**src/rtl/dbg_trace_cfg.svh**
```systemverilog
`ifndef DBG_TRACE_CFG_SVH
`define DBG_TRACE_CFG_SVH
// ********************************************
// Register word offsets
// ********************************************
`define OFS_CTRL 4'h0
`define OFS_STAT 4'h1
`define OFS_CMPA 4'h2
`define OFS_CMPB 4'h3
`define OFS_CMPC 4'h4
`define OFS_WIN 4'h5
`define OFS_CNT 4'h6
// ********************************************
// Control register fields
// ********************************************
`define CTRL_EN 15
`define CTRL_ARM 14
`define CTRL_TAG 13
`define CTRL_BEGIN 12
`define CTRL_RW_COMPARE_ENABLE_A 11
`define CTRL_RWA 10
`define CTRL_RW_COMPARE_ENABLE_B 9
`define CTRL_RWB 8
`define CTRL_BRKC 2
`define CTRL_CAPT_HI 1
`define CTRL_CAPT_LO 0
// ********************************************
// Status register fields
// ********************************************
`define STAT_FA 15
`define STAT_FB 14
`define STAT_FC 13
`define STAT_SEL_HI 3
`define STAT_SEL_LO 0
// ********************************************
// Reset values and constants
// ********************************************
`define RST_CTRL 16'h0000
`define RST_WORD 16'h0000
`define TRACE_DEPTH 64
`define TRACE_FULL 7'h40
`define INVALID_WORD 16'hFFFF
`endif

```
**src/rtl/dbg_trace_pkg.sv**
```systemverilog
package dbg_trace_pkg;
  // Trigger modes held in the trace content select field
  typedef enum logic [3:0] {
    TM_A_ONLY = 4'h0, TM_A_OR_B = 4'h1, TM_A_THEN_B = 4'h2,
    TM_EO_B = 4'h3, TM_A_THEN_EO_B = 4'h4, TM_A_AND_B = 4'h5,
    TM_A_NOT_B = 4'h6, TM_INSIDE = 4'h7, TM_OUTSIDE = 4'h8
  } trig_mode_t;
  // Capture modes
  typedef enum logic [1:0] {
    CM_NORMAL = 2'h0, CM_LOOP = 2'h1, CM_DETAIL = 2'h2, CM_PROFILE = 2'h3
  } capt_mode_t;
  // Sequencer states, one-hot
  typedef enum logic [2:0] {
    ST_IDLE = 3'h1, ST_ARMED = 3'h2, ST_FILL = 3'h4
  } seq_state_t;
  // Change-of-flow kinds reported by the core
  typedef enum logic [1:0] {
    COF_SRC = 2'h0, COF_DST = 2'h1, COF_VEC = 2'h2, COF_EXCL = 2'h3
  } cof_kind_t;
endpackage : dbg_trace_pkg

```
**src/rtl/match_unit.sv**
```systemverilog
`timescale 1ns/1ps
// One address/data comparator with read/write qualification
module match_unit #(
  parameter int W = 16
) (
  input wire logic cyc, // Cycle to compare is present
  input wire logic [W-1:0] value, // Bus value under test
  input wire logic [W-1:0] ref_val, // Comparator register
  input wire logic word_only, // Ignore byte bit (tagged)
  input wire logic rw_en, // Read/write qualification on
  input wire logic rw_sel, // Wanted direction, 1 = read
  input wire logic rw, // Bus direction, 1 = read
  output logic hit, // Equal and qualified
  output logic below, // value < ref_val, qualified
  output logic above // value > ref_val, qualified
);
  logic [W-1:0] v_m; // Masked value
  logic [W-1:0] r_m; // Masked reference
  logic ok; // Qualification
  // Word granularity drops bit 0 on both sides
  always_comb begin
    v_m = word_only ? {value[W-1:1], 1'b0} : value;
    r_m = word_only ? {ref_val[W-1:1], 1'b0} : ref_val;
    ok = cyc && (!rw_en || (rw_sel == rw));
    hit = ok && (v_m == r_m);
    below = ok && (v_m < r_m);
    above = ok && (v_m > r_m);
  end
endmodule : match_unit

```
**src/rtl/trace_ram.sv**
```systemverilog
`timescale 1ns/1ps
// Two-port trace storage, registered read
module trace_ram #(
  parameter int W = 16,
  parameter int DEPTH = 64,
  parameter int AW = 6
) (
  input wire logic ref_clk,
  input wire logic wr_en, // Write one word
  input wire logic [AW-1:0] wr_addr,
  input wire logic [W-1:0] wr_data,
  input wire logic [AW-1:0] rd_addr,
  output logic [W-1:0] rd_data // Valid the cycle after rd_addr
);
  logic [W-1:0] mem [DEPTH]; // Storage array, no reset
  // Write port
  always_ff @(posedge ref_clk) begin
    if (wr_en) begin
      mem[wr_addr] <= wr_data;
    end
  end
  // Read port, always reading
  always_ff @(posedge ref_clk) begin
    rd_data <= mem[rd_addr];
  end
endmodule : trace_ram

```
**src/rtl/debug_trace_capture_buffer.sv**
```systemverilog
`timescale 1ns/1ps
`include "dbg_trace_cfg.svh"
module debug_trace_capture_buffer
  import dbg_trace_pkg::*;
#(
  parameter int DEPTH = `TRACE_DEPTH,
  parameter int AW = 6
) (
  input wire logic ref_clk,
  input wire logic sys_rst,
  input wire logic [3:0] reg_addr,
  input wire logic [15:0] reg_wdata,
  input wire logic reg_wr,
  input wire logic reg_rd,
  output logic [15:0] reg_rdata,
  input wire logic bus_valid, // One CPU bus cycle
  input wire logic [15:0] bus_addr,
  input wire logic [15:0] bus_data,
  input wire logic bus_rw, // 1 = read
  input wire logic bus_fetch, // Program fetch cycle
  input wire logic bus_free, // Free cycle
  input wire logic tag_valid, // Tagged opcode about to execute
  input wire logic [15:0] tag_addr,
  input wire logic cof_valid, // Change of flow reported
  input wire logic [15:0] cof_addr,
  input wire logic [1:0] cof_kind,
  input wire logic exec_valid, // Instruction executed
  input wire logic [15:0] exec_addr,
  output logic cmp_c_ignore, // C compares address only
  output logic cmp_c_brk_en // C breakpoints allowed
);
  // ********************************************
  // Register state
  // ********************************************
  logic [15:0] ctrl_q; // Control bits, arm kept in state
  logic [3:0] sel_q; // trace_content_select
  logic [15:0] cmpa_q; // Comparator A
  logic [15:0] cmpb_q; // Comparator B
  logic [15:0] cmpc_q; // Comparator C
  logic fa_q, fb_q, fc_q; // Match flags
  seq_state_t st_q; // Sequencer
  logic seen_a_q; // A seen in sequential modes
  logic [6:0] cnt_q; // valid_word_count
  logic [AW-1:0] wp_q; // Write pointer
  logic [AW-1:0] ofs_q; // Read offset from oldest word
  logic pend_q; // Detail data word waiting
  logic [15:0] pend_d_q; // Detail data to write
  logic [15:0] last_exec_q; // Last executed address
  logic [15:0] rdata_q; // Read data other than RAM words
  logic win_q; // Last read was a good window read
  logic [15:0] ram_q; // RAM read data
  logic en, tag, begin_bit, ctrl_wr, arm_req;
  trig_mode_t tm;
  capt_mode_t cm;
  always_comb begin
    en = ctrl_q[`CTRL_EN];
    tag = ctrl_q[`CTRL_TAG];
    begin_bit = ctrl_q[`CTRL_BEGIN];
    tm = trig_mode_t'(sel_q);
    cm = capt_mode_t'(ctrl_q[`CTRL_CAPT_HI:`CTRL_CAPT_LO]);
    ctrl_wr = reg_wr && (reg_addr == `OFS_CTRL);
    // Profile never arms
    arm_req = ctrl_wr && reg_wdata[`CTRL_ARM] && reg_wdata[`CTRL_EN]
      && (reg_wdata[`CTRL_CAPT_HI:`CTRL_CAPT_LO] != CM_PROFILE);
  end
  // ********************************************
  // Mode conflict resolution
  // ********************************************
  logic detail, eo_mode, eo_live, begin_eff, full_mode, tag_a, tag_b;
  always_comb begin
    detail = (cm == CM_DETAIL);
    eo_mode = (tm == TM_EO_B) || (tm == TM_A_THEN_EO_B);
    eo_live = eo_mode && !detail;
    begin_eff = begin_bit || eo_live;
    full_mode = (tm == TM_A_AND_B) || (tm == TM_A_NOT_B);
    tag_a = tag && !(tm == TM_EO_B && !detail);
    tag_b = tag && !eo_live;
  end
  // ********************************************
  // Comparators
  // ********************************************
  logic hit_a, lt_a, gt_a, hit_b, lt_b, gt_b, hit_d;
  logic range_m;
  // Ranges run on A's source so both limits see one address
  assign range_m = (tm == TM_INSIDE) || (tm == TM_OUTSIDE);
  // Tagged compares use opcode tags, forced ones the bus; RW off when tagged
  match_unit #(.W(16)) u_cmp_a (
    .cyc(tag_a ? tag_valid : bus_valid),
    .value(tag_a ? tag_addr : bus_addr),
    .ref_val(cmpa_q),
    .word_only(tag_a && range_m),
    .rw_en(ctrl_q[`CTRL_RW_COMPARE_ENABLE_A] && !tag_a),
    .rw_sel(ctrl_q[`CTRL_RWA]),
    .rw(bus_rw),
    .hit(hit_a),
    .below(lt_a),
    .above(gt_a)
  );
  // Forced ranges compare the full byte access address as issued
  match_unit #(.W(16)) u_cmp_b (
    .cyc((tag_b && range_m) ? tag_valid : (tag_b ? tag_valid : bus_valid)),
    .value(tag_b ? tag_addr : bus_addr),
    .ref_val(cmpb_q),
    .word_only(tag_b && range_m),
    .rw_en(ctrl_q[`CTRL_RW_COMPARE_ENABLE_B] && !tag_b),
    .rw_sel(ctrl_q[`CTRL_RWB]),
    .rw(bus_rw),
    .hit(hit_b),
    .below(lt_b),
    .above(gt_b)
  );
  // Full modes: B watches the data bus, qualified by A's RW bits
  assign hit_d = bus_valid && (bus_data == cmpb_q)
    && (!ctrl_q[`CTRL_RW_COMPARE_ENABLE_A] || (ctrl_q[`CTRL_RWA] == bus_rw));
  // ********************************************
  // Trigger decode
  // ********************************************
  logic trig, set_a, set_b, in_a, in_b;
  always_comb begin
    trig = 1'b0;
    set_a = 1'b0;
    set_b = 1'b0;
    // Built from qualified compares so a refused direction never counts as in range
    in_a = hit_a || gt_a;
    in_b = hit_b || lt_b;
    case (tm)
      TM_A_ONLY: begin
        set_a = hit_a;
        trig = hit_a;
      end
      TM_A_OR_B: begin
        set_a = hit_a;
        set_b = hit_b;
        trig = hit_a || hit_b;
      end
      TM_A_THEN_B, TM_A_THEN_EO_B: begin
        set_a = hit_a;
        set_b = hit_b && seen_a_q;
        trig = hit_b && seen_a_q;
      end
      TM_EO_B: begin
        set_b = hit_b;
        trig = hit_b;
      end
      TM_A_AND_B, TM_A_NOT_B: begin
        // Tagged full modes reduce to A only
        trig = tag ? hit_a : hit_a && ((tm == TM_A_AND_B) == hit_d);
        set_a = trig;
        set_b = trig && !tag;
      end
      TM_INSIDE: begin
        trig = in_a && in_b;
        set_a = trig;
        set_b = trig;
      end
      TM_OUTSIDE: begin
        set_a = lt_a;
        set_b = gt_b;
        trig = lt_a || gt_b;
      end
      default: begin
        trig = 1'b0;
      end
    endcase
  end
  // ********************************************
  // Store selection
  // ********************************************
  logic armed, live, may_store, loop_sup, c_hit, new_ok, wr_en;
  logic [15:0] new_w, wr_w;
  always_comb begin
    armed = (st_q != ST_IDLE);
    live = armed && (cm != CM_PROFILE);
    // End type skips the trigger cycle, begin type keeps it
    may_store = live && ((st_q == ST_FILL)
      || (begin_eff ? trig : !trig));
    c_hit = cof_valid && (cof_addr == cmpc_q) && cmp_c_ignore;
    // Only sources are filtered, plain CPU address, no page
    loop_sup = (cm == CM_LOOP) && (cof_kind == COF_SRC) && c_hit;
    new_w = cof_addr;
    new_ok = cof_valid && (cof_kind != COF_EXCL) && !loop_sup;
    if (detail) begin
      new_w = bus_addr;
      new_ok = bus_valid && !bus_fetch && !bus_free;
    end else if (eo_live) begin
      new_w = bus_data;
      new_ok = trig && hit_b;
    end
    // A pending data word wins; a colliding detail cycle is lost
    wr_en = pend_q || (may_store && new_ok);
    wr_w = pend_q ? pend_d_q : new_w;
  end
  // ********************************************
  // Control and comparator registers
  // ********************************************
  always_ff @(posedge ref_clk or posedge sys_rst) begin
    if (sys_rst) begin
      ctrl_q <= `RST_CTRL;
      sel_q <= 4'h0;
      cmpa_q <= `RST_WORD;
      cmpb_q <= `RST_WORD;
    end else if (reg_wr) begin
      case (reg_addr)
        `OFS_CTRL: ctrl_q <= reg_wdata & ~(16'h1 << `CTRL_ARM);
        `OFS_STAT: sel_q <= reg_wdata[`STAT_SEL_HI:`STAT_SEL_LO];
        `OFS_CMPA: cmpa_q <= reg_wdata;
        `OFS_CMPB: cmpb_q <= reg_wdata;
        default: begin
        end
      endcase
    end
  end
  // Comparator C: software value, or loop mode self-load
  always_ff @(posedge ref_clk or posedge sys_rst) begin
    if (sys_rst) begin
      cmpc_q <= `RST_WORD;
      cmp_c_ignore <= 1'b0;
    end else if (arm_req && reg_wdata[`CTRL_CAPT_HI:`CTRL_CAPT_LO] == CM_LOOP) begin
      cmpc_q <= `RST_WORD;
      cmp_c_ignore <= 1'b0;
    end else if (cm == CM_LOOP && wr_en && !pend_q && !detail && !eo_live) begin
      cmpc_q <= wr_w;
      cmp_c_ignore <= 1'b1;
    end else if (reg_wr && reg_addr == `OFS_CMPC) begin
      cmpc_q <= reg_wdata;
      cmp_c_ignore <= 1'b0;
    end
  end
  // C breakpoints are blocked in loop and profile modes
  always_ff @(posedge ref_clk or posedge sys_rst) begin
    if (sys_rst) begin
      cmp_c_brk_en <= 1'b0;
    end else begin
      cmp_c_brk_en <= ctrl_q[`CTRL_BRKC] && en
        && (cm != CM_LOOP) && (cm != CM_PROFILE);
    end
  end
  // ********************************************
  // Flags and sequencer
  // ********************************************
  // Arming clears flags; while armed, matches set them, C's only outside loop mode
  always_ff @(posedge ref_clk or posedge sys_rst) begin
    if (sys_rst) begin
      fa_q <= 1'b0;
      fb_q <= 1'b0;
      fc_q <= 1'b0;
    end else if (arm_req) begin
      fa_q <= 1'b0;
      fb_q <= 1'b0;
      fc_q <= 1'b0;
    end else if (live) begin
      fa_q <= fa_q || set_a;
      fb_q <= fb_q || set_b;
      fc_q <= fc_q || (bus_valid && bus_addr == cmpc_q && cm != CM_LOOP);
    end
  end
  // Arm, trigger, fill and disarm
  always_ff @(posedge ref_clk or posedge sys_rst) begin
    if (sys_rst) begin
      st_q <= ST_IDLE;
      seen_a_q <= 1'b0;
    end else if (arm_req) begin
      st_q <= ST_ARMED;
      seen_a_q <= 1'b0;
    end else if (ctrl_wr || !en || cm == CM_PROFILE) begin
      st_q <= ST_IDLE; // Disarm by software
    end else begin
      seen_a_q <= seen_a_q || (live && hit_a);
      case (st_q)
        ST_ARMED: begin
          if (trig) begin
            st_q <= begin_eff ? ST_FILL : ST_IDLE;
          end
        end
        ST_FILL: begin
          if (wr_en && cnt_q == `TRACE_FULL - 7'h1) begin
            st_q <= ST_IDLE;
          end
        end
        ST_IDLE: begin
          st_q <= ST_IDLE;
        end
        default: begin
          st_q <= ST_IDLE;
        end
      endcase
    end
  end
  // ********************************************
  // Trace storage
  // ********************************************
  logic stop_now;
  assign stop_now = (st_q == ST_FILL) && (cnt_q == `TRACE_FULL - 7'h1);
  // Write pointer wraps; count saturates at the depth
  always_ff @(posedge ref_clk or posedge sys_rst) begin
    if (sys_rst) begin
      wp_q <= '0;
      cnt_q <= 7'h0;
      pend_q <= 1'b0;
      pend_d_q <= `RST_WORD;
    end else if (arm_req) begin
      wp_q <= '0;
      cnt_q <= 7'h0;
      pend_q <= 1'b0;
    end else if (wr_en) begin
      wp_q <= wp_q + 1'b1;
      cnt_q <= (cnt_q == `TRACE_FULL) ? cnt_q : cnt_q + 7'h1;
      // Address goes first, data next cycle
      pend_q <= !pend_q && detail && !stop_now && live;
      pend_d_q <= bus_data;
    end else begin
      pend_q <= 1'b0;
    end
  end
  // ********************************************
  // Register read side
  // ********************************************
  logic win_rd, win_ok;
  logic [AW-1:0] rd_ptr;
  always_comb begin
    win_rd = reg_rd && (reg_addr == `OFS_WIN);
    win_ok = en && !armed;
    // Oldest word sits count places behind the write pointer
    rd_ptr = wp_q - cnt_q[AW-1:0] + ofs_q;
  end
  // Read pointer moves only on good window reads
  always_ff @(posedge ref_clk or posedge sys_rst) begin
    if (sys_rst) begin
      ofs_q <= '0;
    end else if (arm_req) begin
      ofs_q <= '0;
    end else if (win_rd && win_ok && cm != CM_PROFILE) begin
      ofs_q <= ofs_q + 1'b1;
    end
  end
  always_ff @(posedge ref_clk or posedge sys_rst) begin
    if (sys_rst) begin
      last_exec_q <= `RST_WORD;
    end else if (exec_valid) begin
      last_exec_q <= exec_addr;
    end
  end
  trace_ram #(.W(16), .DEPTH(DEPTH), .AW(AW)) u_ram (
    .ref_clk(ref_clk),
    .wr_en(wr_en),
    .wr_addr(wp_q),
    .wr_data(wr_w),
    .rd_addr(rd_ptr),
    .rd_data(ram_q)
  );
  // Read data registered; RAM word muxed in the following cycle
  always_ff @(posedge ref_clk or posedge sys_rst) begin
    if (sys_rst) begin
      rdata_q <= `RST_WORD;
      win_q <= 1'b0;
    end else begin
      win_q <= win_rd && win_ok && cm != CM_PROFILE;
      case (reg_addr)
        `OFS_CTRL: rdata_q <= ctrl_q | ({15'h0, armed} << `CTRL_ARM);
        `OFS_STAT: rdata_q <= {fa_q, fb_q, fc_q, 9'h0, sel_q};
        `OFS_CMPA: rdata_q <= cmpa_q;
        `OFS_CMPB: rdata_q <= cmpb_q;
        `OFS_CMPC: rdata_q <= cmpc_q;
        `OFS_CNT: rdata_q <= {9'h0, cnt_q};
        `OFS_WIN: rdata_q <= (cm == CM_PROFILE) ? last_exec_q
          : (win_ok ? `RST_WORD : `INVALID_WORD);
        default: rdata_q <= `RST_WORD;
      endcase
    end
  end
  assign reg_rdata = win_q ? ram_q : rdata_q;
endmodule : debug_trace_capture_buffer

```
**config.mk**
```make
export PLATFORM = sky130hd
export DESIGN_NAME = debug_trace_capture_buffer
export DESIGN_NICKNAME = d
export VERILOG_FILES = /design/src/rtl/dbg_trace_pkg.sv /design/src/rtl/match_unit.sv /design/src/rtl/trace_ram.sv /design/src/rtl/debug_trace_capture_buffer.sv
export VERILOG_INCLUDE_DIRS = /design/src /design/src/rtl
export SDC_FILE = /design/constraint.sdc
export NUM_CORES = 1
export LEC_CHECK = 0
export BUFFER_PORTS_ARGS = -buffer_cell sky130_fd_sc_hd__buf_2
export CELL_PAD_IN_SITES_DETAIL_PLACEMENT = 2
export CELL_PAD_IN_SITES_GLOBAL_PLACEMENT = 2
export CORE_ASPECT_RATIO = 1.4
export CORE_UTILIZATION = 44
export DETAILED_ROUTE_END_ITERATION = 10
export PLACE_DENSITY = 0.86
export SLEW_MARGIN = 10
export SYNTH_ARGS = -nofsm -noshare
export SYNTH_HDL_FRONTEND = slang
export SYNTH_HIERARCHICAL = 1
export SYNTH_SLANG_ARGS = --single-unit
```
**constraint.sdc**
```tcl
create_clock -name ref_clk -period 9.5 [get_ports ref_clk]
set_clock_uncertainty 0.15 [all_clocks]
set_input_delay 2.85 -clock ref_clk [delete_from_list [all_inputs] [get_ports ref_clk]]
set_output_delay 2.85 -clock ref_clk [all_outputs]
set_load 0.03 [all_outputs]
```
==> results of run 1 <==
[layout by cell type, fill, tap and decap left out, types with 49 or more instances in the layout]
| master | instances |
|---|---|
| a21oi_1 | 65 |
| a22oi_1 | 52 |
| buf_2 | 130 |
| buf_4 | 106 |
| clkbuf_16 | 113 |
| dfrtp_1 | 143 |
| edfxtp_1 | 1024 |
| inv_1 | 61 |
| mux2_2 | 175 |
| mux2i_1 | 128 |
| mux4_2 | 222 |
| nand2_1 | 123 |
| nand3_1 | 49 |
| nor2_1 | 141 |
| xnor2_1 | 52 |
[where the power goes]
group / internal, W / switching, W
clock: 0.00248 / 0.00218
sequential: 0.00608 / 0.000210
combinational: 0.00188 / 0.00333
total: 0.0104 / 0.00572
[layout make-up]
class	count	area, µm²	share of cell area (%)
clock inverters	71	689	1.22
diodes	3	7.51	0.0133
flip-flops and latches	1185	34700	61.6
inverters	64	253	0.448
clock buffers	142	2970	5.26
multi-input cells	1419	14400	25.5
well taps	1480	1850	3.29
repair buffers	239	1510	2.67
[layer usage]
metal	share of wire (%)	vias up	track usage [%]
met4	7.9	12	21.6
met2	50	1823	55.0
li1	-	11600	-
met5	0.044	-	0
met3	6.9	604	5.57
met1	35	16100	38.8
[worst paths after layout]
check	endpoint	cells after the start	from
max in group asynchronous	ctrl_q[0]	3	sys_rst
worst min register to register	pend_d_q[12]	1	pend_d_q[12]
worst max-delay path	u_ram/mem[6][8]	21	sel_q[1]
worst max register to register	u_ram/mem[6][8]	21	sel_q[1]
min in group asynchronous	cmpc_q[4]	2	sys_rst
worst min-delay path	pend_d_q[12]	1	pend_d_q[12]
[state kept, by name (all words and copies together) (netlist names), 6 cells and up]
name	count
cmpa_q	16
cmpb_q	16
cmpc_q	16
cnt_q	7
ctrl_q	15
last_exec_q	16
ofs_q	6
pend_d_q	16
rdata_q	16
u_ram/mem	1024
u_ram/rd_data	16
wp_q	6
[logic make-up (layout without fill, tap and decap cells)]
family,after synthesis,count (layout),synth area share (%)
flip-flops,1185,1185,69.4
other,0,3,0
multiplexers,540,540,17.0
AND/OR/NAND/NOR,464,464,4.60
adder cells (fa/ha/maj),47,47,1.25
AO/OA/AOI/OAI,300,300,4.11
XOR/XNOR,68,68,1.19
buffers and inverters,218,516,2.42
[through the flow]
step | setup WS, ns | utilization (%)
4_1_cts | 1.52 | 49.9
3_3_place_gp | 1.37 | 46.7
3_5_place_dp | 0.866 | 46.7
5_1_grt | 1.26 | 49.9
6_report | 1.32 | 49.9
2_1_floorplan | 1.89 | -
[worst max-delay path, delay by kind of cell, from the launching register on]
kind	cells	cell delay, ns
AND/OR/NAND/NOR	11	4.33
flip-flops	1	0.70
multiplexers	2	0.75
buffers and inverters	2	0.63
AO/OA/AOI/OAI	5	0.88
adder cells (fa/ha/maj)	1	0.32
==> results.toml, run 1 <==
[power]
p_total_w = 0.0162
peakVddDrop_v = 0.000293
cellLeakagePower_nw = 18.9
cellPowerDensity_nw_per_um2 = 287

[routing]
drc = 0
viasPerCell = 6.55
initialDrtViolationCount = 3429
ant_nets = 0
wire_per_inst_um = 40.7
firstDrtPassIters = 5
vias = 30100
wl_um = 187000

[place]
gp_congestion = 0.913
port_buffers = 130
placement.cell_area_um2 = 52700
dpl.hpwl_um = 114000
dpl.cell_count = 4387

[clock_tree]
clk_pin_slew_ns = 0.07
cts_made_buffers = 112
cts_buffer_depth = 3
cts_hold_buf = 0
cts.sinks = 1185
cts_resized = 0
worstSkewPairLatency_ns = 0.77
postCtsSetupBuffers = 0
cts_tree = "yes"
htree_levels = 3
root_buffer = "clkbuf_16"

[yosys]
ys_seq_area_share_pct = 69.4
synth_top_area_share_pct = 61.5
ys.warnings.count = 6
synth-seq-cells = 1185
ys_top_cells_by_area = "edfxtp_1, mux4_2, dfrtp_1"
synth-main-ff-cell = "edfxtp_1"
ys_async_sr_fraction_pct = 12.2
syn_area_per_cell_um2 = 17.7
synth_fp_nets = 2982
syn_area_um2 = 50000
synth_cell_types = 81
synth_edf_count = 1024
synthTopCellsByCount = "edfxtp_1, mux4_2, mux2_2, dfrtp_1, nor2_1"
yosysTopAreaCell = "edfxtp_1"
synth.most_common_cell = "edfxtp_1"
synthCells = 2822

[floorplanning]
io-pin-count = 131
die_h_um = 401
rows = 146
core_area_um2 = 113000
initial_utilization_pct = 44.3
die_x_um = 287
dieArea_um2 = 115000

[setup_path]
path_cells = "nor2b_1 > a21oi_1 > nor3_4 > nand2b_1 > mux2_2 > ha_1 > nand4_1 > nor4_2 > nand2_1 > nor2_1 > nand2b_1 > a21oi_1 > a221oi_2 > o21ai_4 > mux2i_2 > a21oi_4 > inv_4 > nor2b_1 > nand3_1 > nor2_1 > buf_4"
cp.arrival_ns = 8.44
path_max_fanout = 19
cp-end-kind = "register"
cp_slowest_cell = "nand2b_1"
crit_path_start_kind = "register"
worst-endpoint-required_ns = 9.77
cpPeakStageDelay_ns = 0.90
worstSetupPathType = "register to register"
reg2reg_slack_ns = 1.32

[global_route]
grt_max_degree = 127
grt_first_pass_wirelength_um = 263000
track_usage_pct = 32.9
antenna_found_initial = 11
grt_pass1_vias = 32600
grt-ovfl-total = 0

[sta]
hold_viol_final = 0
fmax_mhz = 122
rsz0062_at_grt = "no"
slew_violations = 0
timing.final.crit_period_ns = 8.18
setup_tns_ns = 0
worst_pin_slew_ns = 1.30
setup_viol = 0
timing.slew.headroom_pct = 12.9
holdWs_ns = 0.360
period_share_pct = 86.1

[finish]
final_area_um2 = 56400
fin_nets = 3181
drive_gt1_share_pct = 28.0
area_growth_pct = 12.7
fillers = 10200
layout.cells.non_filler = 4603

[worst_hold_path]
worstHoldPathType = "register to register"

[flow_run]
cap_violations = 0

[outcome]
status = "finished clean"
(Power assumes the default switching activity.)
==> run 2: changes to the inputs <==
--- a/config.mk
+++ b/config.mk
@@ -10,11 +10,10 @@
 export CELL_PAD_IN_SITES_DETAIL_PLACEMENT = 2
 export CELL_PAD_IN_SITES_GLOBAL_PLACEMENT = 2
 export CORE_ASPECT_RATIO = 1.4
-export CORE_UTILIZATION = 44
+export CORE_UTILIZATION = 49
 export DETAILED_ROUTE_END_ITERATION = 10
-export PLACE_DENSITY = 0.86
+export PLACE_DENSITY = 0.92
 export SLEW_MARGIN = 10
 export SYNTH_ARGS = -nofsm -noshare
 export SYNTH_HDL_FRONTEND = slang
-export SYNTH_HIERARCHICAL = 1
 export SYNTH_SLANG_ARGS = --single-unit
==> run 2 against run 1 <==
  * The run now fails in global routing
  * Synthesized cell count decreased by 6.8%
  * Area after synthesis decreased by 1.3%
==> results.toml, run 2 <==
[yosys]
ys_async_sr_fraction_pct = 12.2
synthTopCellsByCount = "edfxtp_1, mux4_2, dfrtp_1, mux2_2, a21oi_1"
synth-seq-cells = 1185
synth_fp_nets = 2789
yosysTopAreaCell = "edfxtp_1"
synth_edf_count = 1024
synth-main-ff-cell = "edfxtp_1"
synthCells = 2629
ys_seq_area_share_pct = 70.3
ys_top_cells_by_area = "edfxtp_1, mux4_2, dfrtp_1"
syn_area_per_cell_um2 = 18.8
synth_top_area_share_pct = 62.3
synth.most_common_cell = "edfxtp_1"
ys.warnings.count = 0
syn_area_um2 = 49400
synth_cell_types = 76

[outcome]
lastStage = "global routing"
first-error = "[ERROR GRT-0183] Net net14: the 3D maze router ran out of legal paths (heap underflow) - the net is boxed in by local congestion or blockages."
status = "aborted with a tool error"

[clock_tree]
cts_hold_buf = 0
cts_buffer_depth = 3
cts_resized = 0
root_buffer = "clkbuf_16"
cts_made_buffers = 113
postCtsSetupBuffers = 0
htree_levels = 3
cts.sinks = 1185

[global_route]
antenna_found_initial = 91
grt_max_degree = 146

[sta]
worst_endpoint_kind = "register input"
crit_endpoint = "cmpc_q[11]$_DFFE_PP0P_/D"

[place]
gp_congestion = 0.927
dpl.hpwl_um = 133000
port_buffers = 130

[floorplanning]
die_x_um = 270
rows = 137
die_h_um = 378
io-pin-count = 131
initial_utilization_pct = 49.5
[run 2: cell types whose count changed after synthesis, moves of 37 or more]
cell      before  now
a21oi_1       67  104
a22oi_1       52   13
clkbuf_1      53  101
mux2_2       175  119
mux2i_1      128   41
mux4_2       222  320
nor2_1       142   46
nor3_1         7   46
[run 2: cells by family after synthesis]
| family | count (synthesis) | share of synthesized area (%) |
|---|---|---|
| flip-flops | 1185 | 70.3 |
| adder cells (fa/ha/maj) | 48 | 1.29 |
| multiplexers | 490 | 18.4 |
| AO/OA/AOI/OAI | 269 | 3.49 |
| XOR/XNOR | 64 | 1.14 |
| AND/OR/NAND/NOR | 372 | 3.84 |
| buffers and inverters | 201 | 1.58 |
[run 2: stage by stage]
| step | utilization (%) | cells | worst slack [ns] | hold WS [ns] | area (µm²) |
|---|---|---|---|---|---|
| global placement | 52.2 | 4005 | 1.75 | 0.324 | 52100 |
| CTS | 56.0 | 4214 | 0.828 | 0.361 | 55800 |
| detailed placement | 52.2 | 4005 | 0.773 | 0.345 | 52100 |
| floorplan | - | 2629 | 1.86 | 0.313 | 49400 |
==> run 3: changes to the inputs <==
--- a/config.mk
+++ b/config.mk
@@ -7,12 +7,9 @@
 export NUM_CORES = 1
 export LEC_CHECK = 0
 export BUFFER_PORTS_ARGS = -buffer_cell sky130_fd_sc_hd__buf_2
-export CELL_PAD_IN_SITES_DETAIL_PLACEMENT = 2
-export CELL_PAD_IN_SITES_GLOBAL_PLACEMENT = 2
-export CORE_ASPECT_RATIO = 1.4
-export CORE_UTILIZATION = 49
+export CORE_UTILIZATION = 40
 export DETAILED_ROUTE_END_ITERATION = 10
-export PLACE_DENSITY = 0.92
+export PLACE_DENSITY_LB_ADDON = 0.15
 export SLEW_MARGIN = 10
 export SYNTH_ARGS = -nofsm -noshare
 export SYNTH_HDL_FRONTEND = slang
==> run 3 against run 2 <==
  * The run now ends clean
  * Area after synthesis is the same
  * Synthesized cell count is the same
==> results.toml, run 3 <==
[global_route]
antenna_found_initial = 6
grt-ovfl-total = 0
grt_pass1_vias = 26900
track_usage_pct = 22.3
grt_max_degree = 100
grt_first_pass_wirelength_um = 199000

[yosys]
synth_edf_count = 1024
synthCells = 2629
ys_top_cells_by_area = "edfxtp_1, mux4_2, dfrtp_1"
ys.warnings.count = 0
syn_area_um2 = 49400
synth_cell_types = 76
synth-seq-cells = 1185
synth_fp_nets = 2789
synthTopCellsByCount = "edfxtp_1, mux4_2, dfrtp_1, mux2_2, a21oi_1"
ys_seq_area_share_pct = 70.3
ys_async_sr_fraction_pct = 12.2
synth_top_area_share_pct = 62.3
synth.most_common_cell = "edfxtp_1"
yosysTopAreaCell = "edfxtp_1"
syn_area_per_cell_um2 = 18.8
synth-main-ff-cell = "edfxtp_1"

[setup_path]
cpPeakStageDelay_ns = 0.83
cp_common_cell = "a21oi_1"
path_cells = "or3b_1 > a211o_1 > nand2_1 > mux2_2 > ha_1 > nand4_1 > nor4_1 > a211oi_1 > a21oi_1 > o41a_1 > a31oi_2 > a21oi_1 > buf_4 > and3_1"
worst-endpoint-required_ns = 9.71
crit_path_start_kind = "register"
path_buf_inv = 1
cp.arrival_ns = 7.68
reg2reg_slack_ns = 2.02
worstSetupPathType = "register to register"
path_delay_family = "simple AND/OR/NAND/NOR gates"
cp-end-kind = "register"
cp_slowest_cell = "and3_1"
path_max_fanout = 25

[sta]
worst_pin_slew_ns = 1.31
fmax_mhz = 134
setup_viol = 0
timing.final.crit_period_ns = 7.48
hold_viol_final = 0
timing.slew.headroom_pct = 12.3
slew_violations = 0
setup_tns_ns = 0
postLayoutSetupSlackWorst_ns = 2.02
rsz0062_at_grt = "no"
period_share_pct = 78.7

[clock_tree]
cts_resized = 0
cts_buffer_depth = 3
postCtsSetupBuffers = 0
cts.sinks = 1185
cts_hold_buf = 0
worstSkewPairLatency_ns = 0.74
htree_levels = 4
cts_tree = "yes"
root_buffer = "clkbuf_16"
clk_pin_slew_ns = 0.06
cts_made_buffers = 131

[finish]
area_growth_pct = 15.0
fin_nets = 2999
final_cell_mix = "edfxtp_1, mux4_2, dfrtp_1"
largest_register_ffs = 1024
top_register = "u_ram.mem"
layout_commonest_cell = "edfxtp_1"
drive_gt1_share_pct = 31.2

[power]
cellPowerDensity_nw_per_um2 = 297
cellLeakagePower_nw = 19.0
p_total_w = 0.0169
peakVddDrop_v = 0.000362

[worst_hold_path]
worstHoldPathType = "register to register"

[place]
port_buffers = 130
gp_congestion = 0.899
dpl.hpwl_um = 88200
pre_cts_slack_ns = 1.52

[routing]
wl_um = 139000
viasPerCell = 5.78
initialDrtViolationCount = 2771
vias = 26400
wire_per_inst_um = 30.3
drc = 0
firstDrtPassIters = 9
ant_nets = 0

[floorplanning]
io-pin-count = 131
die_h_um = 353
core_area_um2 = 122000
rows = 128
initial_utilization_pct = 40.5
dieArea_um2 = 125000
die_x_um = 353

[flow_run]
cap_violations = 0

[outcome]
status = "finished clean"
## run 3: cell counts after synthesis
No cell type changed its count.
## run 3: routing by layer
layer	vias to the layer above	track usage [%]	wire length (µm)
met2	922	35.5	66900
met4	2	5.57	2890
li1	11100	-	-
met1	14200	32.0	60900
met3	169	3.90	7960
met5	-	0	8
## run 3: kinds of logic (layout without fill, tap and decap cells)
group	Yosys count	count (layout)	synth area share (%)
adder cells (fa/ha/maj)	48	48	1.29
other	0	4	0
AO/OA/AOI/OAI	269	269	3.49
AND/OR/NAND/NOR	372	372	3.84
multiplexers	490	490	18.4
flip-flops	1185	1185	70.3
buffers and inverters	201	514	1.58
XOR/XNOR	64	64	1.14
## run 3: per-stage QoR
step | utilization (%) | area, µm² | instances | hold WS, ns
2_1_floorplan | - | 49400 | 2629 | 0.313
3_3_place_gp | 43.1 | 52700 | 4331 | 0.325
3_5_place_dp | 43.1 | 52700 | 4331 | 0.335
5_1_grt | 46.5 | 56800 | 4568 | 0.359
4_1_cts | 46.5 | 56800 | 4567 | 0.346
6_report | 46.5 | 56800 | 4571 | 0.343
## run 3: layout make-up
class                           count  area (µm²)
Clock buffer                      166        3500
Antenna cell                        4        10.0
Inverter                           61         234
Timing Repair Buffer              217        1330
Multi-Input combinational cell   1243       14400
Sequential cell                  1185       34700
Tap cell                         1625        2030
Clock inverter                     70         622
Fill cell                       10400       65200
## run 3: report_power, final
| group | switching (W) | leakage [nW] | internal (W) |
|---|---|---|---|
| Sequential | 0.000209 | 11.2 | 0.00614 |
| Combinational | 0.00325 | 5.80 | 0.00244 |
| Clock | 0.00208 | 2.00 | 0.00277 |
## run 3: path summary, 6_finish.rpt
path                       cells past startpoint   startpoint                to
setup reg to reg                              14     sel_q[1]  u_ram.mem[33][0]
hold / removal                                 1  pend_d_q[4]       pend_d_q[4]
hold reg to reg                                1  pend_d_q[4]       pend_d_q[4]
setup / recovery                              14     sel_q[1]  u_ram.mem[33][0]
max in group asynchronous                      3      sys_rst        cmpa_q[11]
min in group asynchronous                      2      sys_rst      pend_d_q[10]
